==> src/rtl/hbridge_pkg.sv <==
package hbridge_pkg;

    // ==========================================================
    // Clock and timing
    localparam int unsigned CLOCK_MHZ = 200;
    localparam int unsigned NS_PER_US = 1000;

    // ==========================================================
    // Serial frame layout
    localparam int unsigned FRAME_BITS = 16;
    localparam int unsigned BYTE_BITS = 8;
    localparam int unsigned ADDR_BITS = 2;
    localparam int unsigned CNT_BITS = 5;
    localparam logic [CNT_BITS-1:0] ADDR_CLOCKS = 5'h02;
    localparam logic [CNT_BITS-1:0] INSTR_CLOCKS = 5'h08;
    localparam logic [CNT_BITS-1:0] FRAME_CLOCKS = 5'h10;
    localparam logic [CNT_BITS-1:0] CNT_MAX = 5'h1f;
    localparam logic [ADDR_BITS-1:0] OWN_ADDRESS = 2'h0;
    localparam logic [ADDR_BITS-1:0] ADDR_FILL = 2'h0;
    localparam int unsigned INSTR_HI = 5;
    localparam int unsigned INSTR_LO = 1;
    localparam int unsigned INSTR_BITS = 5;

    // ==========================================================
    // Instruction codes and check byte
    localparam logic [INSTR_BITS-1:0] INSTR_READ_IDENT = 5'h00;
    localparam logic [INSTR_BITS-1:0] INSTR_READ_VERSION = 5'h01;
    localparam logic [INSTR_BITS-1:0] INSTR_READ_DIAG = 5'h04;
    localparam logic [4:0] CHECK_PATTERN = 5'h15;
    localparam logic [BYTE_BITS-1:0] UNUSED_DATA = 8'hff;
    localparam logic [BYTE_BITS-1:0] DATA_IDLE = 8'h00;

    // ==========================================================
    // Types
    typedef enum logic [1:0] {
        st_wait,
        st_frame,
        st_ignore
    } spi_state_t;

    typedef struct packed {
        logic inhibit;
        logic permit;
        logic phase_a;
        logic phase_b;
        logic mode_spi;
        logic spi_clk;
        logic select_n;
        logic spi_in;
        logic short_det;
        logic overcurrent;
        logic overtemp;
        logic undervoltage;
        logic current_limit;
        logic a_negative;
        logic b_negative;
    } pins_t;

    // Safe idle: bridge inhibited, not permitted, slave deselected
    localparam pins_t PIN_RESET = '{inhibit: 1'b1, select_n: 1'b1, default: 1'b0};

    typedef struct packed {
        logic a_oe;
        logic a_level;
        logic b_oe;
        logic b_level;
        logic fw_a;
        logic fw_b;
    } bridge_t;

endpackage

==> src/rtl/hbridge_drive_fault_control.sv <==
`timescale 1ns/1ps
// Function
// - Shorts, overcurrent, heat, undervoltage force tristate
// - Short, overcurrent and overtemperature faults stay latched
// - Inhibit fall or permit rise clears latch
// - Undervoltage releases itself when supply returns
// - Current limit: timed off interval, then restart
// - Current limit keeps flag high, no latch
// - Free-wheel: parallel low side on negative output
// - Free-wheel conduction ends on positive output
// - Fault flag low whenever bridge forced off, except by current limit
// - Mode pin picks flag or serial reporting
// - Serial port is slave; master drives clock
// - Serial output tristate while deselected
// - First two bits carry device address
// - Output on rising, input on falling edge
// - Commit frame on deselect after sixteen clocks
// - Address mismatch: ignore frame, output tristate
module hbridge_drive_fault_control #(
    parameter int unsigned CLIMIT_OFF_NS = 20000,
    parameter logic [7:0] IDENT_CODE = 8'h5a, // Arbitrary value
    parameter logic [7:0] VERSION_CODE = 8'h01 // Arbitrary value
) (
    input wire logic clock,
    input wire logic rst,
    input wire logic bridge_inhibit,
    input wire logic bridge_permit,
    input wire logic phase_a_cmd,
    input wire logic phase_b_cmd,
    input wire logic diag_mode_select,
    input wire logic clock_or_flag_in,
    output logic clock_or_flag_out,
    output logic clock_or_flag_oe,
    input wire logic slave_select_n,
    input wire logic serial_in,
    output logic serial_out,
    output logic serial_out_oe,
    input wire logic short_detect,
    input wire logic overcurrent_detect,
    input wire logic overtemp_detect,
    input wire logic undervoltage_detect,
    input wire logic current_limit_detect,
    input wire logic out_a_negative,
    input wire logic out_b_negative,
    output logic half_bridge_a_out,
    output logic half_bridge_a_oe,
    output logic half_bridge_b_out,
    output logic half_bridge_b_oe,
    output logic freewheel_a_low_on,
    output logic freewheel_b_low_on,
    output logic fault_flag_out,
    output logic [15:0] rx_frame,
    output logic rx_frame_stb
);
    localparam int unsigned CLIM_RAW = CLIMIT_OFF_NS * hbridge_pkg::CLOCK_MHZ
        / hbridge_pkg::NS_PER_US;
    localparam int unsigned CLIM_CYCLES = (CLIM_RAW < 1) ? 1 : CLIM_RAW;
    localparam int CLIM_W = $clog2(CLIM_CYCLES + 1);
    localparam logic [CLIM_W-1:0] CLIM_LAST = CLIM_W'(CLIM_CYCLES - 1);
    localparam int unsigned FB = hbridge_pkg::FRAME_BITS;
    localparam int unsigned BB = hbridge_pkg::BYTE_BITS;

    // ==========================================================
    // Pin capture
    hbridge_pkg::pins_t raw_pins;
    hbridge_pkg::pins_t pin;
    hbridge_pkg::pins_t prev_q;
    logic [$bits(hbridge_pkg::pins_t)-1:0] pin_vec;

    // An open inhibit pulls high and an open permit pulls low,
    // so a floating gating pin resolves to the off state here.
    assign raw_pins = '{
        inhibit: bridge_inhibit,
        permit: bridge_permit,
        phase_a: phase_a_cmd,
        phase_b: phase_b_cmd,
        mode_spi: diag_mode_select,
        spi_clk: clock_or_flag_in,
        select_n: slave_select_n,
        spi_in: serial_in,
        short_det: short_detect,
        overcurrent: overcurrent_detect,
        overtemp: overtemp_detect,
        undervoltage: undervoltage_detect,
        current_limit: current_limit_detect,
        a_negative: out_a_negative,
        b_negative: out_b_negative
    };

    pin_sync #(
        .WIDTH($bits(hbridge_pkg::pins_t)),
        .INIT(hbridge_pkg::PIN_RESET)
    ) u_pin_sync (
        .clock(clock),
        .rst(rst),
        .async_in(raw_pins),
        .stable_out(pin_vec)
    );

    assign pin = hbridge_pkg::pins_t'(pin_vec);

    always_ff @(posedge clock) begin
        if (rst) begin
            prev_q <= hbridge_pkg::PIN_RESET;
        end else begin
            prev_q <= pin;
        end
    end

    logic inhibit_fall;
    logic permit_rise;
    logic sck_rise;
    logic sck_fall;
    assign inhibit_fall = prev_q.inhibit & ~pin.inhibit;
    assign permit_rise = ~prev_q.permit & pin.permit;
    assign sck_rise = ~prev_q.spi_clk & pin.spi_clk;
    assign sck_fall = prev_q.spi_clk & ~pin.spi_clk;

    // ==========================================================
    // Bridge control and fault handling
    logic gate_ok;
    logic hard_fault;
    logic latched_q;
    logic latched_d;
    logic ilim_q;
    logic ilim_d;
    logic [CLIM_W-1:0] ilim_cnt_q;
    logic [CLIM_W-1:0] ilim_cnt_d;
    logic on_d;
    logic flag_d;
    hbridge_pkg::bridge_t bridge_q;
    hbridge_pkg::bridge_t bridge_d;
    logic flag_q;
    logic pin_oe_q;
    logic pin_oe_d;

    assign gate_ok = ~pin.inhibit & pin.permit & ~pin.undervoltage;
    assign hard_fault = pin.short_det | pin.overcurrent | pin.overtemp;

    always_comb begin
        // A fault arriving with the clearing edge wins
        latched_d = hard_fault | (latched_q & ~(inhibit_fall | permit_rise));
        ilim_d = ilim_q;
        ilim_cnt_d = ilim_cnt_q;
        if (!gate_ok || latched_d) begin
            ilim_d = 1'b0;
            ilim_cnt_d = '0;
        end else if (ilim_q) begin
            if (ilim_cnt_q == CLIM_LAST) begin
                ilim_d = 1'b0;
                ilim_cnt_d = '0;
            end else begin
                ilim_cnt_d = ilim_cnt_q + 1'b1;
            end
        end else if (pin.current_limit) begin
            ilim_d = 1'b1;
            ilim_cnt_d = '0;
        end
        on_d = gate_ok & ~latched_d & ~ilim_d;
        flag_d = gate_ok & ~latched_d;
        bridge_d.a_oe = on_d;
        bridge_d.b_oe = on_d;
        bridge_d.a_level = pin.phase_a;
        bridge_d.b_level = pin.phase_b;
        // Parallel low side only while both sides are off
        bridge_d.fw_a = ~on_d & pin.a_negative;
        bridge_d.fw_b = ~on_d & pin.b_negative;
        pin_oe_d = ~pin.mode_spi;
    end

    always_ff @(posedge clock) begin
        if (rst) begin
            latched_q <= 1'b0;
            ilim_q <= 1'b0;
            ilim_cnt_q <= '0;
            bridge_q <= '0;
            flag_q <= 1'b0;
            pin_oe_q <= 1'b0;
        end else begin
            latched_q <= latched_d;
            ilim_q <= ilim_d;
            ilim_cnt_q <= ilim_cnt_d;
            bridge_q <= bridge_d;
            flag_q <= flag_d;
            pin_oe_q <= pin_oe_d;
        end
    end

    assign half_bridge_a_out = bridge_q.a_level;
    assign half_bridge_a_oe = bridge_q.a_oe;
    assign half_bridge_b_out = bridge_q.b_level;
    assign half_bridge_b_oe = bridge_q.b_oe;
    assign freewheel_a_low_on = bridge_q.fw_a;
    assign freewheel_b_low_on = bridge_q.fw_b;
    assign fault_flag_out = flag_q;
    assign clock_or_flag_out = flag_q;
    assign clock_or_flag_oe = pin_oe_q;

    // ==========================================================
    // Serial slave
    function automatic logic instr_known(input logic [BB-1:0] ib);
        logic [hbridge_pkg::INSTR_BITS-1:0] code;
        code = ib[hbridge_pkg::INSTR_HI:hbridge_pkg::INSTR_LO];
        instr_known = (code == hbridge_pkg::INSTR_READ_IDENT)
            || (code == hbridge_pkg::INSTR_READ_VERSION)
            || (code == hbridge_pkg::INSTR_READ_DIAG);
    endfunction

    function automatic logic [BB-1:0] reply_byte(input logic [BB-1:0] ib,
                                                 input logic [BB-1:0] status);
        logic [hbridge_pkg::INSTR_BITS-1:0] code;
        code = ib[hbridge_pkg::INSTR_HI:hbridge_pkg::INSTR_LO];
        case (code)
            hbridge_pkg::INSTR_READ_IDENT: reply_byte = IDENT_CODE;
            hbridge_pkg::INSTR_READ_VERSION: reply_byte = VERSION_CODE;
            hbridge_pkg::INSTR_READ_DIAG: reply_byte = status;
            default: reply_byte = hbridge_pkg::UNUSED_DATA;
        endcase
    endfunction

    hbridge_pkg::spi_state_t state_q;
    hbridge_pkg::spi_state_t state_d;
    logic [hbridge_pkg::CNT_BITS-1:0] cnt_q;
    logic [hbridge_pkg::CNT_BITS-1:0] cnt_d;
    logic [FB-1:0] rx_q;
    logic [FB-1:0] rx_d;
    logic [FB-1:0] tx_q;
    logic [FB-1:0] tx_d;
    logic so_q;
    logic so_d;
    logic so_oe_q;
    logic so_oe_d;
    logic error_q;
    logic error_d;
    logic [FB-1:0] frame_q;
    logic [FB-1:0] frame_d;
    logic stb_q;
    logic stb_d;
    logic [BB-1:0] status_byte;

    assign status_byte = {pin.inhibit, pin.undervoltage, pin.overtemp, ilim_q,
                          pin.short_det, pin.overcurrent, latched_q, ~flag_q};

    always_comb begin
        state_d = state_q;
        cnt_d = cnt_q;
        rx_d = rx_q;
        tx_d = tx_q;
        so_d = so_q;
        so_oe_d = so_oe_q;
        error_d = error_q;
        frame_d = frame_q;
        stb_d = 1'b0;
        if (!pin.mode_spi) begin
            // Flag mode holds the serial side in its default state
            state_d = hbridge_pkg::st_wait;
            cnt_d = '0;
            so_oe_d = 1'b0;
            error_d = 1'b0;
        end else begin
            case (state_q)
                hbridge_pkg::st_wait: begin
                    so_oe_d = 1'b0;
                    if (!pin.select_n) begin
                        state_d = hbridge_pkg::st_frame;
                        cnt_d = '0;
                        tx_d = {hbridge_pkg::ADDR_FILL, hbridge_pkg::CHECK_PATTERN,
                                error_q, hbridge_pkg::DATA_IDLE};
                    end
                end
                hbridge_pkg::st_frame, hbridge_pkg::st_ignore: begin
                    if (pin.select_n) begin
                        state_d = hbridge_pkg::st_wait;
                        so_oe_d = 1'b0;
                        if (state_q == hbridge_pkg::st_frame) begin
                            // Commit only on exactly sixteen clocks
                            error_d = (cnt_q != hbridge_pkg::FRAME_CLOCKS)
                                || !instr_known(rx_q[FB-1 -: BB]);
                            if (!error_d) begin
                                frame_d = rx_q;
                                stb_d = 1'b1;
                            end
                        end
                    end else begin
                        if (sck_fall) begin
                            rx_d = {rx_q[FB-2:0], pin.spi_in};
                            if (cnt_q != hbridge_pkg::CNT_MAX) begin
                                cnt_d = cnt_q + 1'b1;
                            end
                            if (cnt_d == hbridge_pkg::ADDR_CLOCKS
                                && rx_d[hbridge_pkg::ADDR_BITS-1:0]
                                   != hbridge_pkg::OWN_ADDRESS) begin
                                state_d = hbridge_pkg::st_ignore;
                            end
                            if (cnt_d == hbridge_pkg::INSTR_CLOCKS) begin
                                tx_d[FB-1 -: BB] = reply_byte(rx_d[BB-1:0], status_byte);
                            end
                        end
                        if (sck_rise && state_q == hbridge_pkg::st_frame) begin
                            so_d = tx_q[FB-1];
                            tx_d = {tx_q[FB-2:0], 1'b0};
                            // Address bits go out as tristate
                            so_oe_d = (cnt_q >= hbridge_pkg::ADDR_CLOCKS);
                        end
                        if (state_d == hbridge_pkg::st_ignore) begin
                            so_oe_d = 1'b0;
                        end
                    end
                end
                default: begin
                    state_d = hbridge_pkg::st_wait;
                    so_oe_d = 1'b0;
                end
            endcase
        end
    end

    // The clock pin is only sampled in serial mode; this end drives it only in flag mode
    always_ff @(posedge clock) begin
        if (rst) begin
            state_q <= hbridge_pkg::st_wait;
            cnt_q <= '0;
            rx_q <= '0;
            tx_q <= '0;
            so_q <= 1'b0;
            so_oe_q <= 1'b0;
            error_q <= 1'b0;
            frame_q <= '0;
            stb_q <= 1'b0;
        end else begin
            state_q <= state_d;
            cnt_q <= cnt_d;
            rx_q <= rx_d;
            tx_q <= tx_d;
            so_q <= so_d;
            so_oe_q <= so_oe_d;
            error_q <= error_d;
            frame_q <= frame_d;
            stb_q <= stb_d;
        end
    end

    assign serial_out = so_q;
    assign serial_out_oe = so_oe_q;
    assign rx_frame = frame_q;
    assign rx_frame_stb = stb_q;
endmodule

==> src/rtl/pin_sync.sv <==
`timescale 1ns/1ps
module pin_sync #(
    parameter int WIDTH = 1,
    parameter logic [WIDTH-1:0] INIT = '0
) (
    input wire logic clock,
    input wire logic rst,
    input wire logic [WIDTH-1:0] async_in,
    output logic [WIDTH-1:0] stable_out
);
    logic [WIDTH-1:0] meta_q;
    logic [WIDTH-1:0] s2_q;
    logic [WIDTH-1:0] s3_q;
    logic [WIDTH-1:0] stable_q;
    logic [WIDTH-1:0] stable_d;

    // A bit counts as changed only once stages two and three agree
    always_comb begin
        for (int i = 0; i < WIDTH; i++) begin
            stable_d[i] = (s2_q[i] == s3_q[i]) ? s3_q[i] : stable_q[i];
        end
    end

    always_ff @(posedge clock) begin
        if (rst) begin
            meta_q <= INIT;
            s2_q <= INIT;
            s3_q <= INIT;
            stable_q <= INIT;
        end else begin
            meta_q <= async_in;
            s2_q <= meta_q;
            s3_q <= s2_q;
            stable_q <= stable_d;
        end
    end

    assign stable_out = stable_q;

endmodule

==> config.mk <==
export PLATFORM = sky130hd
export DESIGN_NAME = hbridge_drive_fault_control
export DESIGN_NICKNAME = d
export VERILOG_FILES = /design/src/rtl/hbridge_pkg.sv /design/src/rtl/hbridge_drive_fault_control.sv /design/src/rtl/pin_sync.sv
export SDC_FILE = /design/constraint.sdc
export NUM_CORES = 1
export LEC_CHECK = 0
export ABC_CLOCK_PERIOD_IN_PS = 2500
export BUFFER_PORTS_ARGS = -buffer_cell sky130_fd_sc_hd__buf_2
export CORE_AREA = 10 10 110 112
export CTS_CLUSTER_DIAMETER = 60
export DETAILED_ROUTE_END_ITERATION = 10
export DIE_AREA = 0 0 120 122
export PLACE_DENSITY = 0.8
export SYNTH_ARGS = -nofsm -noshare
export SYNTH_HDL_FRONTEND = slang
export SYNTH_SLANG_ARGS = --single-unit
==> constraint.sdc <==
create_clock -name clock -period 2.5 [get_ports clock]
set_input_delay 0.25 -clock clock [delete_from_list [all_inputs] [get_ports clock]]
set_output_delay 0.25 -clock clock [all_outputs]
set_load 0.01 [all_outputs]
==> impl_results.html <==
<table>
<tr><th>Metric</th><th>Value</th></tr>
<tr><th colspan="2">Run status</th></tr>
<tr><td>Result of the run</td><td>finished, final reports clean</td></tr>
<tr><th colspan="2">Logic synthesis</th></tr>
<tr><td>Count leader, synth</td><td>dfxtp_1</td></tr>
<tr><td>Cell taking the most area after synthesis</td><td>dfxtp_1</td></tr>
<tr><td>Post-Syn Area</td><td>5360 um2</td></tr>
<tr><td>Ys Warns</td><td>0</td></tr>
<tr><td>Distinct cell type count of the synthesized netlist</td><td>59</td></tr>
<tr><td>Sequential area share after synthesis</td><td>53.0%</td></tr>
<tr><td>Top post-synthesis cells by count</td><td>142 x dfxtp_1, 53 x nor2b_1, 47 x a21oi_1</td></tr>
<tr><td>Proportion of netlist area held by the largest area contributor</td><td>53.0%</td></tr>
<tr><td>EDFF count, synth</td><td>0</td></tr>
<tr><td>Primary flip-flop cell chosen by synthesis mapping</td><td>dfxtp_1</td></tr>
<tr><td>Count of mapped cells out of synthesis</td><td>roughly 570</td></tr>
<tr><td>Synthesized area per cell</td><td>between 9 and 10 um2</td></tr>
<tr><td>Post-Syn Nets</td><td>approximately 590</td></tr>
<tr><td>Flip-flop and latch count after synthesis</td><td>142</td></tr>
<tr><td>Top post-synthesis cells by area</td><td>dfxtp_1 53%, nor2b_1 6.2%, a21oi_1 4.4%, nand2_1 3.2%, nor2_1 2.8%</td></tr>
<tr><td>Proportion of register bits with asynchronous set or reset after synthesis</td><td>0%</td></tr>
<tr><th colspan="2">Global route</th></tr>
<tr><td>Met3 track utilization from global routing</td><td>4.02%</td></tr>
<tr><td>Most used routing layer in global routing</td><td>met2</td></tr>
<tr><td>Overall routing resource usage</td><td>between 10% and 20%</td></tr>
<tr><td>Pin count of the biggest net entering global routing</td><td>roughly 60</td></tr>
<tr><td>Vias in the first global route</td><td>slightly below 4k</td></tr>
<tr><td>Leftover overflow at the end of global routing</td><td>0</td></tr>
<tr><td>Global routing met2 resource utilization</td><td>24.2%</td></tr>
<tr><td>Grt met1 use</td><td>between 15 and 20%</td></tr>
<tr><td>First-pass GRT wire length</td><td>17900 um</td></tr>
<tr><td>Initial antenna violation count</td><td>0</td></tr>
<tr><th colspan="2">STA</th></tr>
<tr><td>Max Transition Viols Final</td><td>0</td></tr>
<tr><td>Highest clock frequency the design can meet</td><td>roughly 0.43 GHz</td></tr>
<tr><td>Min Hold Slack</td><td>a little under 0.1 ns</td></tr>
<tr><td>Final period demand of the worst path</td><td>~2.3 ns</td></tr>
<tr><td>Max Clock Skew</td><td>0.0111 ns</td></tr>
<tr><td>Max transition margin</td><td>approximately 59%</td></tr>
<tr><td>Final setup violation count</td><td>0</td></tr>
<tr><td>Number of endpoints with negative hold slack in the final report</td><td>0</td></tr>
<tr><td>Pin slew with the least headroom to its limit</td><td>a little over 0.6 ns</td></tr>
<tr><td>Setup slack after layout</td><td>between 0.15 and 0.2 ns</td></tr>
<tr><td>Setup repair after global routing missed its margin</td><td>false</td></tr>
<tr><td>Total negative slack for setup checks</td><td>0 ns</td></tr>
<tr><td>Final period util</td><td>around 93%</td></tr>
<tr><th colspan="2">Min path</th></tr>
<tr><td>Class of the tightest hold or removal check</td><td>input port to register</td></tr>
<tr><td>Start point of the worst min-delay path</td><td>rst</td></tr>
<tr><th colspan="2">Detailed routing</th></tr>
<tr><td>Routed wirelength normalized by instance count</td><td>14.1 um</td></tr>
<tr><td>DR DRC count</td><td>0</td></tr>
<tr><td>Final wirelength</td><td>~11000 um</td></tr>
<tr><td>Drt pass-1 iters</td><td>8</td></tr>
<tr><td>Detail Route Antenna Nets</td><td>0</td></tr>
<tr><td>Via count</td><td>between 4k and 5k</td></tr>
<tr><td>Per-cell via count in the routed design</td><td>5.48</td></tr>
<tr><td>DRT iter0 DRCs</td><td>between 200 and 300</td></tr>
<tr><th colspan="2">Critical path</th></tr>
<tr><td>Cell Chain, Critical Path</td><td>ha_1, nand4_2, or3_1, a2111oi_1, or2_1, o31ai_1</td></tr>
<tr><td>Cell type of the slowest stage on the worst timing path</td><td>a2111oi_1</td></tr>
<tr><td>Worst reg2reg path depth</td><td>6</td></tr>
<tr><td>Capturing element of the worst setup path</td><td>state_q[0]</td></tr>
<tr><td>Data arrival time at the worst-slack endpoint</td><td>2.73 ns</td></tr>
<tr><td>Source of the critical timing path</td><td>cnt_q[1]</td></tr>
<tr><td>Peak per-stage delay on the critical path</td><td>~0.49 ns</td></tr>
<tr><td>End of the worst register-to-register path</td><td>state_q[0]</td></tr>
<tr><td>Kind of start point of the critical path</td><td>register</td></tr>
<tr><td>Kind of end point of the critical path</td><td>register</td></tr>
<tr><td>Worst endpoint required time</td><td>~2.9 ns</td></tr>
<tr><td>CP Max Fanout</td><td>8</td></tr>
<tr><td>Beginning of the worst register-to-register path</td><td>cnt_q[1]</td></tr>
<tr><td>Worst-case register-to-register setup slack</td><td>0.17 ns</td></tr>
<tr><td>WS Path Type</td><td>register to register</td></tr>
<tr><th colspan="2">Floorplanning</th></tr>
<tr><td>Die area</td><td>between 10000 and 15000 um2</td></tr>
<tr><td>Initial core utilization</td><td>between 50% and 60%</td></tr>
<tr><td>Top-Level Pins</td><td>45</td></tr>
<tr><td>Die width</td><td>between 100 and 150 um</td></tr>
<tr><td>Row count</td><td>37</td></tr>
<tr><td>Core area</td><td>about 10000 um2</td></tr>
<tr><td>Die outline height</td><td>roughly 120 um</td></tr>
<tr><th colspan="2">Finish</th></tr>
<tr><td>Non-Filler Cell Area, Final</td><td>roughly 6400 um2</td></tr>
<tr><td>Antenna diode instance count</td><td>0</td></tr>
<tr><td>Layout overhead on the synthesized area</td><td>18.6%</td></tr>
<tr><td>Number of inserted filler cells in the final layout</td><td>around 810</td></tr>
<tr><td>Share of cells above drive strength 1</td><td>around 16%</td></tr>
<tr><td>Core Util, Final</td><td>between 60% and 70%</td></tr>
<tr><td>Register Area</td><td>approximately 2800 um2</td></tr>
<tr><td>Net total in the final layout</td><td>between 600 and 700</td></tr>
<tr><td>Area of the multi-input gates</td><td>roughly 2300 um2</td></tr>
<tr><td>Post-route insts no fill</td><td>about 770</td></tr>
<tr><th colspan="2">Power and ir drop</th></tr>
<tr><td>Static leakage</td><td>2.32 nW</td></tr>
<tr><td>Total power consumption of the routed design</td><td>approximately 4.7 mW</td></tr>
<tr><td>Peak supply drop</td><td>~0.00046 V</td></tr>
<tr><td>Cell area power density</td><td>740 nW/um2</td></tr>
<tr><th colspan="2">Place</th></tr>
<tr><td>Detailed-placement wirelength estimate</td><td>approximately 7000 um</td></tr>
<tr><td>Instance count after placement with tap cells included</td><td>721</td></tr>
<tr><td>Port Buf Inserts</td><td>between 40 and 50</td></tr>
<tr><td>Worst slack, placed</td><td>around 0.23 ns</td></tr>
<tr><td>Cell Area, Placed</td><td>about 5700 um2</td></tr>
<tr><td>Weighted congestion at the end of routability-driven global placement</td><td>around 0.88</td></tr>
<tr><th colspan="2">Clock network</th></tr>
<tr><td>Clock latency of the later-clocked register in the worst-skew pair</td><td>about 0.52 ns</td></tr>
<tr><td>H-tree lvl count</td><td>4</td></tr>
<tr><td>Max clock buf depth</td><td>2</td></tr>
<tr><td>Number of buffers created by CTS</td><td>17</td></tr>
<tr><td>Clock tree from TritonCTS</td><td>done</td></tr>
<tr><td>CTS Sinks</td><td>142</td></tr>
<tr><td>Clock root cell</td><td>clkbuf_8</td></tr>
<tr><td>Clock-pin transition on the worst setup and hold timing paths</td><td>~0.06 ns</td></tr>
<tr><td>Post-CTS setup buffers</td><td>0</td></tr>
<tr><th colspan="2">Flow run</th></tr>
<tr><td>Max-Cap Viols</td><td>0</td></tr>
</table>
-- repair_timing --
action                                  in CTS  in global routing
endpoints found under the setup margin       0                  3
endpoints found under the hold margin       15                  0
hold buffers                                15                  0
resized for setup                            0                  2
-- sequential cells by signal, indices dropped and copies added (netlist names), 12 cells and up --
register and flops:
ilim_cnt_q 12, rx_frame 16, rx_q 16, tx_q 15, u_pin_sync.meta_q 15, u_pin_sync.s2_q 15, u_pin_sync.s3_q 15, u_pin_sync.stable_out 15
-- logic make-up after synthesis --
kind of cell,Yosys count,share of synthesized area [%]
flops,142,53.0
compound gates,138,17.1
buf+inv,45,3.64
mux,14,2.61
fa+ha+maj,7,1.63
simple gates,221,22.0
-- cell usage in the layout, fill, tap and decap left out, types with 6 or more instances in the layout --
master         instances
a22oi_1                7
o21a_1                 7
nand3_1               25
buf_2                 43
buf_4                  7
ha_1                   7
inv_1                 12
or2_2                  8
a21oi_1               47
nor2_1                40
nor2b_1               53
nand2_1               45
mux2i_1               14
nand2b_1               8
dlygate4sd3_1         15
dfxtp_1              142
a311oi_1               6
o21ai_0               29
clkbuf_16             16
-- metal layers --
metal,wire length [um],up-vias
li1,-,2091
met1,4830,1956
met2,5200,137
met3,551,24
met4,224,0
met5,0,-
-- layout make-up --
cell class / instances / share of cell area, %
tap: 136 / 2.68
multi-input combinational: 380 / 36.6
clock buffer: 19 / 6.79
clock inverter: 13 / 1.87
inverter: 13 / 0.768
timing repair buffer: 65 / 6.58
sequential: 142 / 44.7
-- critical path: cells and delay by family, from the launching register on --
| kind | cells | cell delay (ns) |
|---|---|---|
| flip-flops | 1 | 0.47 |
| AO/OA/AOI/OAI | 2 | 0.57 |
| adder cells (fa/ha/maj) | 1 | 0.35 |
| AND/OR/NAND/NOR | 3 | 0.83 |
-- power breakdown --
part           total, mW  switching (mW)  internal, mW
Combinational     0.0881          0.0419        0.0462
Clock               2.31            1.02          1.29
Sequential          2.31          0.0117          2.29
-- how the worst min path moves through the flow --
stage / end / slack, ns / cells past startpoint
floorplan: prev_q[13] / 0.33 / 1
global placement: u_pin_sync.s2_q[14] / 0.40 / 1
detailed placement: u_pin_sync.s2_q[14] / 0.41 / 1
CTS: rx_frame[4] / 0.07 / 2
global route: rx_frame[5] / 0.08 / 2
finish: rx_frame[3] / 0.1 / 2
(Power assumes the default switching activity.)
